File: src/logic/wtr_cfg.svh
`ifndef WTR_CFG_SVH
`define WTR_CFG_SVH

// Register byte addresses
`define WTR_ADDR_CTRL     12'h000
`define WTR_ADDR_RSTFLAG  12'h004
`define WTR_ADDR_STATUS   12'h008
`define WTR_ADDR_MASK     12'h00c
`define WTR_ADDR_COUNT    12'h010

// Control register fields
`define WTR_CTRL_FLAG     7
`define WTR_CTRL_IE       6
`define WTR_CTRL_TS3      5
`define WTR_CTRL_UNLOCK   4
`define WTR_CTRL_SRE      3
`define WTR_CTRL_TS_HI    2
`define WTR_CTRL_TS_LO    0

// Reset flag register field
`define WTR_RSTFLAG_BIT   3

// Event status and mask fields
`define WTR_EV_TIMEOUT    0
`define WTR_EV_SYSRESET   1
`define WTR_EV_W          2

// Timing
`define WTR_UNLOCK_CYCLES 3'd4
`define WTR_TSEL_MAX      4'h9
`define WTR_BASE_CYCLES   2048
`define WTR_OSC_HZ        128000
`define WTR_TOUT_MIN_MS   16
`define WTR_TOUT_MAX_MS   8000
`define WTR_STARTUP_CYCLES 1024

`endif

File: src/logic/wtr_pkg.sv
`default_nettype none
package wtr_pkg;

   typedef enum logic [1:0]
   {
      WTR_MODE_STOPPED   = 2'b00,
      WTR_MODE_IRQ       = 2'b01,
      WTR_MODE_RESET     = 2'b10,
      WTR_MODE_IRQ_RESET = 2'b11
   } wtr_mode_type;

endpackage : wtr_pkg
`default_nettype wire

File: src/logic/wtr_sync.sv
`timescale 1ns/1ps
`default_nettype none
module wtr_sync
   import wtr_pkg::*;
#(
   parameter int WIDTH = 1
)
(
   input  wire logic             pclk,
   input  wire logic             presetn,
   input  wire logic [WIDTH-1:0] async_in,
   output logic      [WIDTH-1:0] sync_out
);

   logic [WIDTH-1:0] stage1;
   logic [WIDTH-1:0] stage2;
   logic [WIDTH-1:0] stage3;
   logic [WIDTH-1:0] next_out;

   // Output moves only once the two later stages agree
   genvar i;
   generate
      for (i = 0; i < WIDTH; i++)
      begin : g_bit
         always_comb
         begin
            next_out[i] = (stage2[i] == stage3[i]) ? stage3[i] : sync_out[i];
         end
      end
   endgenerate

   always_ff @(posedge pclk or negedge presetn)
   begin
      if (!presetn)
      begin
         stage1   <= '0;
         stage2   <= '0;
         stage3   <= '0;
         sync_out <= '0;
      end
      else
      begin
         stage1   <= async_in;
         stage2   <= stage1;
         stage3   <= stage2;
         sync_out <= next_out;
      end
   end

endmodule : wtr_sync
`default_nettype wire

File: src/logic/wtr_supervisor.sv
`timescale 1ns/1ps
`default_nettype none
`include "wtr_cfg.svh"

module wtr_supervisor
   import wtr_pkg::*;
#(
   parameter int BASE_CYCLES    = `WTR_BASE_CYCLES,
   parameter int STARTUP_CYCLES = `WTR_STARTUP_CYCLES
)
(
   input  wire logic        pclk,
   input  wire logic        presetn,
   input  wire logic        psel,
   input  wire logic        penable,
   input  wire logic        pwrite,
   input  wire logic [11:0] paddr,
   input  wire logic [31:0] pwdata,
   output logic      [31:0] prdata,
   output logic             pready,
   output logic             pslverr,
   input  wire logic        osc_clk_in,
   input  wire logic        always_on_fuse,
   input  wire logic        restart_req,
   input  wire logic        vector_ack,
   output logic             timeout_irq,
   output logic             irq,
   output logic             system_reset,
   output logic             startup_hold
);

   localparam int CW = 21;
   localparam int SW = 24;

   logic          osc_sync;
   logic          fuse_sync;
   logic          osc_prev;
   logic          osc_tick;
   logic          access;
   logic          wr;
   logic          wr_ctrl;
   logic          unlock_open;
   logic [3:0]    wr_tsel;
   logic [CW-1:0] limit;
   logic          running;
   logic          timeout;
   logic          reset_due;
   logic          falling;
   wtr_mode_type  mode;

   logic          sre;
   logic          ie;
   logic          flag;
   logic [3:0]    tsel;
   logic [2:0]    unlock_cnt;
   logic          rst_flag;
   logic [`WTR_EV_W-1:0] status;
   logic [`WTR_EV_W-1:0] mask;
   logic [CW-1:0] count;
   logic          pulse_d;
   logic [SW-1:0] startup_cnt;

   logic          next_sre;
   logic          next_ie;
   logic          next_flag;
   logic [3:0]    next_tsel;
   logic [2:0]    next_unlock_cnt;
   logic          next_rst_flag;
   logic [`WTR_EV_W-1:0] next_status;
   logic [`WTR_EV_W-1:0] next_mask;
   logic [CW-1:0] next_count;
   logic          next_system_reset;
   logic [SW-1:0] next_startup_cnt;
   logic          next_startup_hold;
   logic          next_timeout_irq;
   logic          next_irq;
   logic          next_pready;
   logic          next_pslverr;
   logic [31:0]   next_prdata;

   wtr_sync #(.WIDTH(2)) u_sync
   (
      .pclk     (pclk),
      .presetn  (presetn),
      .async_in ({always_on_fuse, osc_clk_in}),
      .sync_out ({fuse_sync, osc_sync})
   );

   assign osc_tick    = osc_sync & ~osc_prev;
   assign access      = psel & penable & pready;
   assign wr          = access & pwrite;
   assign wr_ctrl     = wr & (paddr == `WTR_ADDR_CTRL);
   assign unlock_open = (unlock_cnt != 3'd0);
   assign wr_tsel     = {pwdata[`WTR_CTRL_TS3], pwdata[`WTR_CTRL_TS_HI:`WTR_CTRL_TS_LO]};
   assign mode        = wtr_mode_type'({sre, ie});

   assign limit   = CW'(BASE_CYCLES) << tsel;
   assign running = (mode != WTR_MODE_STOPPED);

   // 16 ms to 8 s span
   assign timeout = running & osc_tick & (count >= limit - CW'(1));

   assign reset_due = timeout & sre & (~ie | flag);

   always_comb
   begin
      next_count = count;
      if (restart_req || !running)
         next_count = '0;
      else if (timeout)
         next_count = '0;
      else if (osc_tick)
         next_count = count + CW'(1);
   end

   always_comb
   begin
      next_sre        = sre;
      next_ie         = ie;
      next_tsel       = tsel;
      next_flag       = flag;
      next_unlock_cnt = unlock_open ? unlock_cnt - 3'd1 : 3'd0;

      if (vector_ack && mode == WTR_MODE_IRQ_RESET)
         next_ie = 1'b0;

      if (wr_ctrl)
      begin
         next_ie = pwdata[`WTR_CTRL_IE];
         if (pwdata[`WTR_CTRL_UNLOCK] && pwdata[`WTR_CTRL_SRE])
         begin
            next_sre        = 1'b1;
            next_unlock_cnt = `WTR_UNLOCK_CYCLES;
         end
         else if (unlock_open && !pwdata[`WTR_CTRL_UNLOCK])
         begin
            next_sre        = pwdata[`WTR_CTRL_SRE];
            next_unlock_cnt = 3'd0;
            // Reserved codes keep the old length
            if (wr_tsel <= `WTR_TSEL_MAX)
               next_tsel = wr_tsel;
         end
         else if (pwdata[`WTR_CTRL_SRE])
            next_sre = 1'b1;
      end

      // flag clear by write or vector
      if ((wr_ctrl && pwdata[`WTR_CTRL_FLAG]) || vector_ack)
         next_flag = 1'b0;
      if (timeout && ie && !reset_due)
         next_flag = 1'b1;

      if (rst_flag || next_rst_flag)
         next_sre = 1'b1;
      if (fuse_sync)
      begin
         next_sre = 1'b1;
         next_ie  = 1'b0;
      end
   end

   always_comb
   begin
      next_rst_flag = rst_flag;
      next_status   = status;
      next_mask     = mask;
      if (wr && paddr == `WTR_ADDR_RSTFLAG && !pwdata[`WTR_RSTFLAG_BIT])
         next_rst_flag = 1'b0;
      if (wr && paddr == `WTR_ADDR_STATUS)
         next_status = status & ~pwdata[`WTR_EV_W-1:0];
      if (wr && paddr == `WTR_ADDR_MASK)
         next_mask = pwdata[`WTR_EV_W-1:0];
      // Set wins over clear
      if (system_reset)
         next_rst_flag = 1'b1;
      if (timeout)
         next_status[`WTR_EV_TIMEOUT] = 1'b1;
      if (system_reset)
         next_status[`WTR_EV_SYSRESET] = 1'b1;
   end

   always_comb
   begin
      next_system_reset = reset_due;
      falling           = pulse_d & ~system_reset;
      next_startup_cnt  = (startup_cnt != '0) ? startup_cnt - SW'(1) : '0;
      if (falling)
         next_startup_cnt = SW'(STARTUP_CYCLES);
      next_startup_hold = system_reset | (next_startup_cnt != '0);
      next_timeout_irq  = next_flag & next_ie;
      next_irq          = |(next_status & next_mask);
   end

   // One wait state keeps every answer registered
   always_comb
   begin
      next_pready  = psel & penable & ~pready;
      next_pslverr = 1'b0;
      next_prdata  = prdata;
      if (psel && penable && !pready)
      begin
         next_prdata = '0;
         unique case (paddr)
            `WTR_ADDR_CTRL:
            begin
               next_prdata[`WTR_CTRL_FLAG]                   = flag;
               next_prdata[`WTR_CTRL_IE]                     = ie;
               next_prdata[`WTR_CTRL_TS3]                    = tsel[3];
               next_prdata[`WTR_CTRL_UNLOCK]                 = unlock_open;
               next_prdata[`WTR_CTRL_SRE]                    = sre;
               next_prdata[`WTR_CTRL_TS_HI:`WTR_CTRL_TS_LO]  = tsel[2:0];
            end
            `WTR_ADDR_RSTFLAG: next_prdata[`WTR_RSTFLAG_BIT] = rst_flag;
            `WTR_ADDR_STATUS:  next_prdata[`WTR_EV_W-1:0]    = status;
            `WTR_ADDR_MASK:    next_prdata[`WTR_EV_W-1:0]    = mask;
            `WTR_ADDR_COUNT:   next_prdata[CW-1:0]           = count;
            default:           next_pslverr                  = 1'b1;
         endcase
      end
   end

   always_ff @(posedge pclk or negedge presetn)
   begin
      if (!presetn)
      begin
         osc_prev     <= 1'b0;
         sre          <= 1'b0;
         ie           <= 1'b0;
         flag         <= 1'b0;
         tsel         <= 4'h0;
         unlock_cnt   <= 3'd0;
         rst_flag     <= 1'b0;
         status       <= '0;
         mask         <= '0;
         count        <= '0;
         pulse_d      <= 1'b0;
         system_reset <= 1'b0;
         startup_cnt  <= '0;
         startup_hold <= 1'b0;
         timeout_irq  <= 1'b0;
         irq          <= 1'b0;
         pready       <= 1'b0;
         pslverr      <= 1'b0;
         prdata       <= 32'h0000_0000;
      end
      else
      begin
         osc_prev     <= osc_sync;
         sre          <= next_sre;
         ie           <= next_ie;
         flag         <= next_flag;
         tsel         <= next_tsel;
         unlock_cnt   <= next_unlock_cnt;
         rst_flag     <= next_rst_flag;
         status       <= next_status;
         mask         <= next_mask;
         count        <= next_count;
         pulse_d      <= system_reset;
         system_reset <= next_system_reset;
         startup_cnt  <= next_startup_cnt;
         startup_hold <= next_startup_hold;
         timeout_irq  <= next_timeout_irq;
         irq          <= next_irq;
         pready       <= next_pready;
         pslverr      <= next_pslverr;
         prdata       <= next_prdata;
      end
   end

endmodule : wtr_supervisor
`default_nettype wire

File: config.mk
export PLATFORM = sky130hd
export DESIGN_NAME = wtr_supervisor
export DESIGN_NICKNAME = d
export VERILOG_FILES = /design/src/logic/wtr_pkg.sv /design/src/logic/wtr_sync.sv /design/src/logic/wtr_supervisor.sv
export VERILOG_INCLUDE_DIRS = /design/src /design/src/logic
export SDC_FILE = /design/constraint.sdc
export NUM_CORES = 1
export LEC_CHECK = 0
export BUFFER_PORTS_ARGS = -buffer_cell sky130_fd_sc_hd__buf_2
export CAP_MARGIN = 10
export CORE_MARGIN = 2
export CORE_UTILIZATION = 35
export CTS_BUF_LIST = sky130_fd_sc_hd__clkbuf_16
export DETAILED_ROUTE_END_ITERATION = 16
export PLACE_DENSITY = 0.5
export SLEW_MARGIN = 20
export SYNTH_ARGS = -nofsm -noshare
export SYNTH_HDL_FRONTEND = slang
export SYNTH_SLANG_ARGS = --single-unit
File: constraint.sdc
create_clock -name pclk -period 3.9 [get_ports pclk]
set_input_delay 0.78 -clock pclk [delete_from_list [all_inputs] [get_ports pclk]]
set_output_delay 0.78 -clock pclk [all_outputs]
set_load 0.02 [all_outputs]
== Yosys cells after proc, flatten, opt, wreduce, memory -nomap -nowiden ==
Cells that the tools add are included.

* Input port bits: 53
* Logic and storage cells: 125
* Output and inout bits: 38
* Bits in registers: 97

* $lt $le $gt $ge: 2
* Mux-type cells: 33
* Reductions and logical operators: 32
* $add $sub $neg: 4
* Shifts and indexed selects: 1
* Bitwise logic cells: 22
* Equal/unequal tests: 7

{| class="wikitable"
|+ Operator list
! kind !! number
|-
| two-way mux 21 bit || 3
|-
| two-way mux 24 bit || 2
|-
| nonzero test 24 bit || 2
|-
| equality test 12 x 4 -> 1 bit, second input constant || 2
|-
| subtractor 24 x 1 -> 24 bit, second input constant || 1
|-
| adder 21 x 1 -> 21 bit, second input constant || 1
|-
| greater-or-equal comparator 21 bit || 1
|-
| left shift 12 x 4 -> 21 bit, first input constant || 1
|-
| subtractor 21 x 1 -> 21 bit, second input constant || 1
|-
| two-way mux 1 bit || 17
|-
| two-way mux 13 bit || 1
|-
| bitwise AND 1 bit || 12
|-
| equality test 12 x 3 -> 1 bit, second input constant || 1
|-
| equality test 12 x 5 -> 1 bit, second input constant || 1
|-
| logical AND 1 bit || 12
|-
| logical NOT 12 bit || 1
|-
| two-way mux 3 bit || 4
|-
| nonzero test 3 bit || 3
|-
| case mux 2 bit (4 select lines) || 1
|-
| case mux 4 bit (2 select lines) || 1
|-
| logical NOT 1 bit || 5
|-
| inverter 1 bit || 5
|-
| nonzero test 5 bit || 1
|-
| OR reduction 5 bit || 1
|-
| other kinds (15) || 21
|}

== Longest topological paths before layout ==
* Depth after elaboration: 10
* Gate-level depth with buffers: 18
* Mapped depth without buffers: 14

== Hierarchy ==
From an unflattened synthesis, not the netlist that was laid out.

* Cells, all modules: 546
* Area, all modules: 5,094.9 µm²

{| class="wikitable"
|+ Modules (own cells, without submodules)
! module !! cells an instance !! area an instance (µm²) !! times used !! seq. area each (µm²)
|-
| wtr_supervisor || 536 || 4,872.2 || 1 || 2,227.1
|-
| wtr_sync || 10 || 222.7 || 1 || 200.2
|}

== Worst setup path after synthesis ==
No wires, ideal clock.

* Path kind: register to register
* From: register tsel[0]
* To: register count[10]
* Required time: 3,771 ps
* Cell stages (with the launch flop): 16
* Setup time: 129 ps
* Path buffers: 4
* Setup slack: 558 ps
* Clock period less this slack: 3,342 ps
* Arrival: 3,213 ps
* Path through: dfrtp_1 clkbuf_1 or4_1 ha_1 clkbuf_1 nor3_1 a21oi_1 o31a_1 ha_1 nand4_1 a2111o_1 and3_1 buf_6 buf_6 a22oi_2 o31ai_1

* Longest elaborated chain between the ends: 6
* Elaborated cells on any way between the ends: 7
* Classes of those cells: add/sub: 1; order compare: 1; shift: 1; mux: 2; bitwise: 1; reduce/logical: 1

{| class="wikitable"
|+ Ends and longest elaborated chain
! item !! line !! RTL
|-
| from (decl) || wtr_supervisor.sv:54 || <nowiki>logic [3:0] tsel;</nowiki>
|-
| from (signal assigned) || wtr_supervisor.sv:252 || <nowiki>tsel <= next_tsel;</nowiki>
|-
| left shift 12 x 4 -> 21 bit (*) || wtr_supervisor.sv:97 || <nowiki>assign limit = CW'(BASE_CYCLES) << tsel;</nowiki>
|-
| subtractor 21 x 1 -> 21 bit (*) || wtr_supervisor.sv:101 || <nowiki>assign timeout = running & osc_tick & (count >= limit - CW'(1));</nowiki>
|-
| greater-or-equal comparator 21 bit (*) || wtr_supervisor.sv:101 ||
|-
| bitwise AND 1 bit (*) || wtr_supervisor.sv:101 ||
|-
| two-way mux 21 bit || wtr_supervisor.sv:110 || <nowiki>else if (timeout)</nowiki>
|-
| two-way mux 21 bit || wtr_supervisor.sv:108 || <nowiki>if (restart_req || !running)</nowiki>
|-
| to (signal assigned) || wtr_supervisor.sv:257 || <nowiki>count <= next_count;</nowiki>
|-
| to (decl) || wtr_supervisor.sv:59 || <nowiki>logic [CW-1:0] count;</nowiki>
|}

Every way passes the cells marked *; elsewhere a longest branch is shown, timed or not.
A chain may end at the register's enable or synchronous reset.

== Worst setup path in the final report ==
* From: register tsel[0]
* To: register count[11]

Same word-level chain as after synthesis.

==> flow_summary_export.csv <==
group,metric,value,unit
worst_hold_path,hold_class,"flop to flop",
setup_path,crit_path_max_incr_delay,590,ps
setup_path,cp-startpoint,"tsel[0]$_DFFE_PN0P_",
clock_network,postCtsSetupBuffers,0,
setup_path,critical_path_required,4110,ps
yosys,synth_edf_count,0,
yosys,yosysMostFrequentCell,"dfrtp_1",
timing,fin_crit,3530,ps
yosys,yosys_warnings,0,
timing,fmaxAchievable,284,MHz
timing,rsz0062_at_grt,"false",
final_layout,fillCellCount,1451,
floorplanning,die_h,125,µm
clock_network,hold_buffers,0,
timing,report.final.slew_viol_count,0,
setup_path,crit_path_top_delay_cell,"or4_1",
clock_network,clock-sinks,97,
run_status,status,"finished clean",
clock_network,path_clk_slew,70,ps
setup_path,worstReg2RegStart,"tsel[0]$_DFFE_PN0P_",
yosys,syn_inst,542,
yosys,synth_common_cells,"97 x dfrtp_1, 71 x nand2_1, 46 x nor2_1",
setup_path,critPathCaptureType,"flop",
clock_network,ctsResizeCount,0,
yosys,synth_compound_area_frac,0.151,
routing,dr.pass1.iters,5,
setup_path,path_delay_family,"simple AND/OR/NAND/NOR gates",
floorplanning,dieArea,15600,µm²
pwr,ir_drop,173,µV
timing,min_period_over_period,0.904,
setup_path,r2r_cells,12,
timing,fin_setup_tns,0,ps
routing,wire_per_inst,15.7,µm
setup_path,path_cells,"or4_1, ha_1, nor3_1, a21oi_1, o31a_1, ha_1, nand4_1, a2111o_1, and3_1, buf_4, a41oi_1, a31oi_1",
setup_path,crit_buf_inv,1,
run,drv_cap,0,
routing,via_count,4126,
yosys,synthMuxAreaShare,0.0203,
placement,io_buffers,55,
global_routing,grt_pass1_wl,20700,µm
timing,tightest_slew,810,ps
yosys,synth_seq_cells,97,
yosys,synth_xor_area_frac,0.0308,
setup_path,crit_arrival,3730,ps
global_routing,gr-usage-all-layers,0.164,
yosys,synthSimpleGateAreaFrac,0.234,
global_routing,grt_pass1_vias,4074,
floorplanning,start_util,0.355,
timing,hold_viol,0,
placement,globalplace.congestion,0.824,
routing,totalWireLength,12400,µm
routing,via_per_inst,5.26,
floorplanning,fp.dieW,125,µm
final_layout,finalNonFillerCells,785,
yosys,synth.avg_cell_area,9.46,µm²
clock_network,numCtsBuffers,9,
setup_path,worstReg2RegEnd,"count[11]$_DFFE_PN0P_",
setup_path,path_common_cell,"ha_1",
global_routing,antenna_found_initial,0,
yosys,synth_cell_type_count,71,
timing,fin_skew,4.83,ps
routing,drt-initial-drc-count,255,
clock_network,htreeDepth,3,
setup_path,crit_cells,12,
setup_path,critPathLaunchType,"flop",
final_layout,nets,663,
final_layout,area_growth,15.1,%
setup_path,r2r_slack,370,ps
final_layout,num_antenna_cells,0,
yosys,syn-cell-area,5130,µm²
placement,place_inst,769,
floorplanning,std_cell_rows,44,
yosys,ys_seq_area_frac,0.474,
placement,post-dp-hpwl,8820,µm
clock_network,cts.path.max_buffers,2,
yosys,async_reset_ff_frac,1.00,
global_routing,grt_max_degree,52,
pwr,p_per_area,356,nW/µm²
setup_path,critPathKind,"flop to flop",
routing,final_antenna_net_count,0,
global_routing,grt-ovfl-total,0,
timing,max_slew_margin,0.459,
floorplanning,core_area,14400,µm²
yosys,synth_top_area_frac,0.474,
routing,remaining_drc_errors,0,
clock_network,cts-root-buf,"clkbuf_16",
pwr,leakage,2.96,nW
clock_network,clk_latency,350,ps
yosys,synth_flop_cell,"dfrtp_1",
yosys,yosysTopAreaCell,"dfrtp_1",
yosys,synth_top_family_by_area,"simple AND/OR/NAND/NOR gates",
floorplanning,ios,91,
final_layout,drive_above_1_share,0.171,
timing,setup_viol,0,
yosys,synthTopCellsByArea,"dfrtp_1 47%, nand2_1 5.2%, ha_1 3.4%",
setup_path,crit_end,"count[11]$_DFFE_PN0P_",
setup_path,path_max_fanout,25,
clock_network,cts_tree,"built",
yosys,synth_adder_area_share,0.0381,
-- cells by family after synthesis --
| group | count (synthesis) |
|---|---|
| compound gates | 120 |
| xor+xnor | 18 |
| mux | 10 |
| buf+inv | 51 |
| simple gates | 229 |
| fa+ha+maj | 16 |
| other cells | 1 |
| flops | 97 |
-- metal layers --
metal,vias up,GRT usage,part of all wire
li1,2033,-,-
met3,14,0.0329,0.024
met2,51,0.264,0.49
met1,2028,0.219,0.47
met5,-,0,0
met4,0,0.0621,0.018
-- where the power goes --
part | internal (mW) | total [mW] | leakage [nW] | switching (mW)
Combinational | 0.0287 | 0.103 | 1.48 | 0.0739
Clock | 0.569 | 0.979 | 0.159 | 0.409
Sequential | 1.01 | 1.02 | 1.33 | 0.00694
Total | 1.61 | 2.10 | 2.96 | 0.490
-- area by class of cell --
| class | count | area, µm² | area share |
|---|---|---|---|
| well taps | 184 | 230 | 0.0390 |
| multi-input cells | 404 | 2480 | 0.420 |
| repair buffers | 69 | 383 | 0.0649 |
| inverters | 15 | 56.3 | 0.00954 |
| flip-flops and latches | 97 | 2430 | 0.411 |
| clock buffers | 9 | 225 | 0.0382 |
| clock inverters | 7 | 98.8 | 0.0168 |
-- registers in the layout, summed over array words and instances (netlist names), 2 cells and up --
name             cells
u_sync.stage3        2
mask                 2
startup_cnt         24
status               2
count               21
unlock_cnt           3
prdata              21
tsel                 4
u_sync.stage1        2
u_sync.sync_out      2
u_sync.stage2        2
-- worst min path at each step --
stage / startpoint / end / cells past startpoint
detailed placement: u_sync.stage1[1]$_DFF_PN0_ / u_sync.stage2[1]$_DFF_PN0_ / 0
global placement: u_sync.stage1[0]$_DFF_PN0_ / u_sync.stage2[0]$_DFF_PN0_ / 0
floorplan: u_sync.stage1[0]$_DFF_PN0_ / u_sync.stage2[0]$_DFF_PN0_ / 0
global route: u_sync.stage1[0]$_DFF_PN0_ / u_sync.stage2[0]$_DFF_PN0_ / 0
finish: u_sync.stage1[0]$_DFF_PN0_ / u_sync.stage2[0]$_DFF_PN0_ / 0
CTS: u_sync.stage1[0]$_DFF_PN0_ / u_sync.stage2[0]$_DFF_PN0_ / 0
-- through the flow --
stage	cell area (µm²)	worst slack, ps	util	hold WS (ps)	power (mW)
detailed placement	5580	411	0.387	336	1.15
global placement	5580	503	0.387	340	1.14
CTS	5900	393	0.409	355	2.14
global route	5900	115	0.409	369	2.20
finish	5900	374	0.409	351	2.10
floorplan	5160	558	-	331	1.10
-- layout by cell type, fill, tap and decap left out, drive strengths merged, types with 6 or more instances in the layout --
| master | Yosys | routed |
|---|---|---|
| a21o | 10 | 10 |
| nand3 | 30 | 30 |
| o21ai | 27 | 27 |
| nand2 | 71 | 71 |
| a31oi | 15 | 15 |
| nor4 | 10 | 10 |
| clkbuf | 17 | 9 |
| buf | 19 | 69 |
| nand4 | 11 | 11 |
| xor2 | 7 | 7 |
| mux2i | 7 | 7 |
| ha | 14 | 14 |
| and3 | 10 | 10 |
| inv | 15 | 19 |
| nor2 | 46 | 46 |
| or3 | 6 | 6 |
| nor3 | 15 | 15 |
| dfrtp | 97 | 97 |
| xnor2 | 11 | 11 |
| a21oi | 30 | 30 |
| conb | 1 | 11 |
No activity file was read; power rests on OpenSTA's default activity.
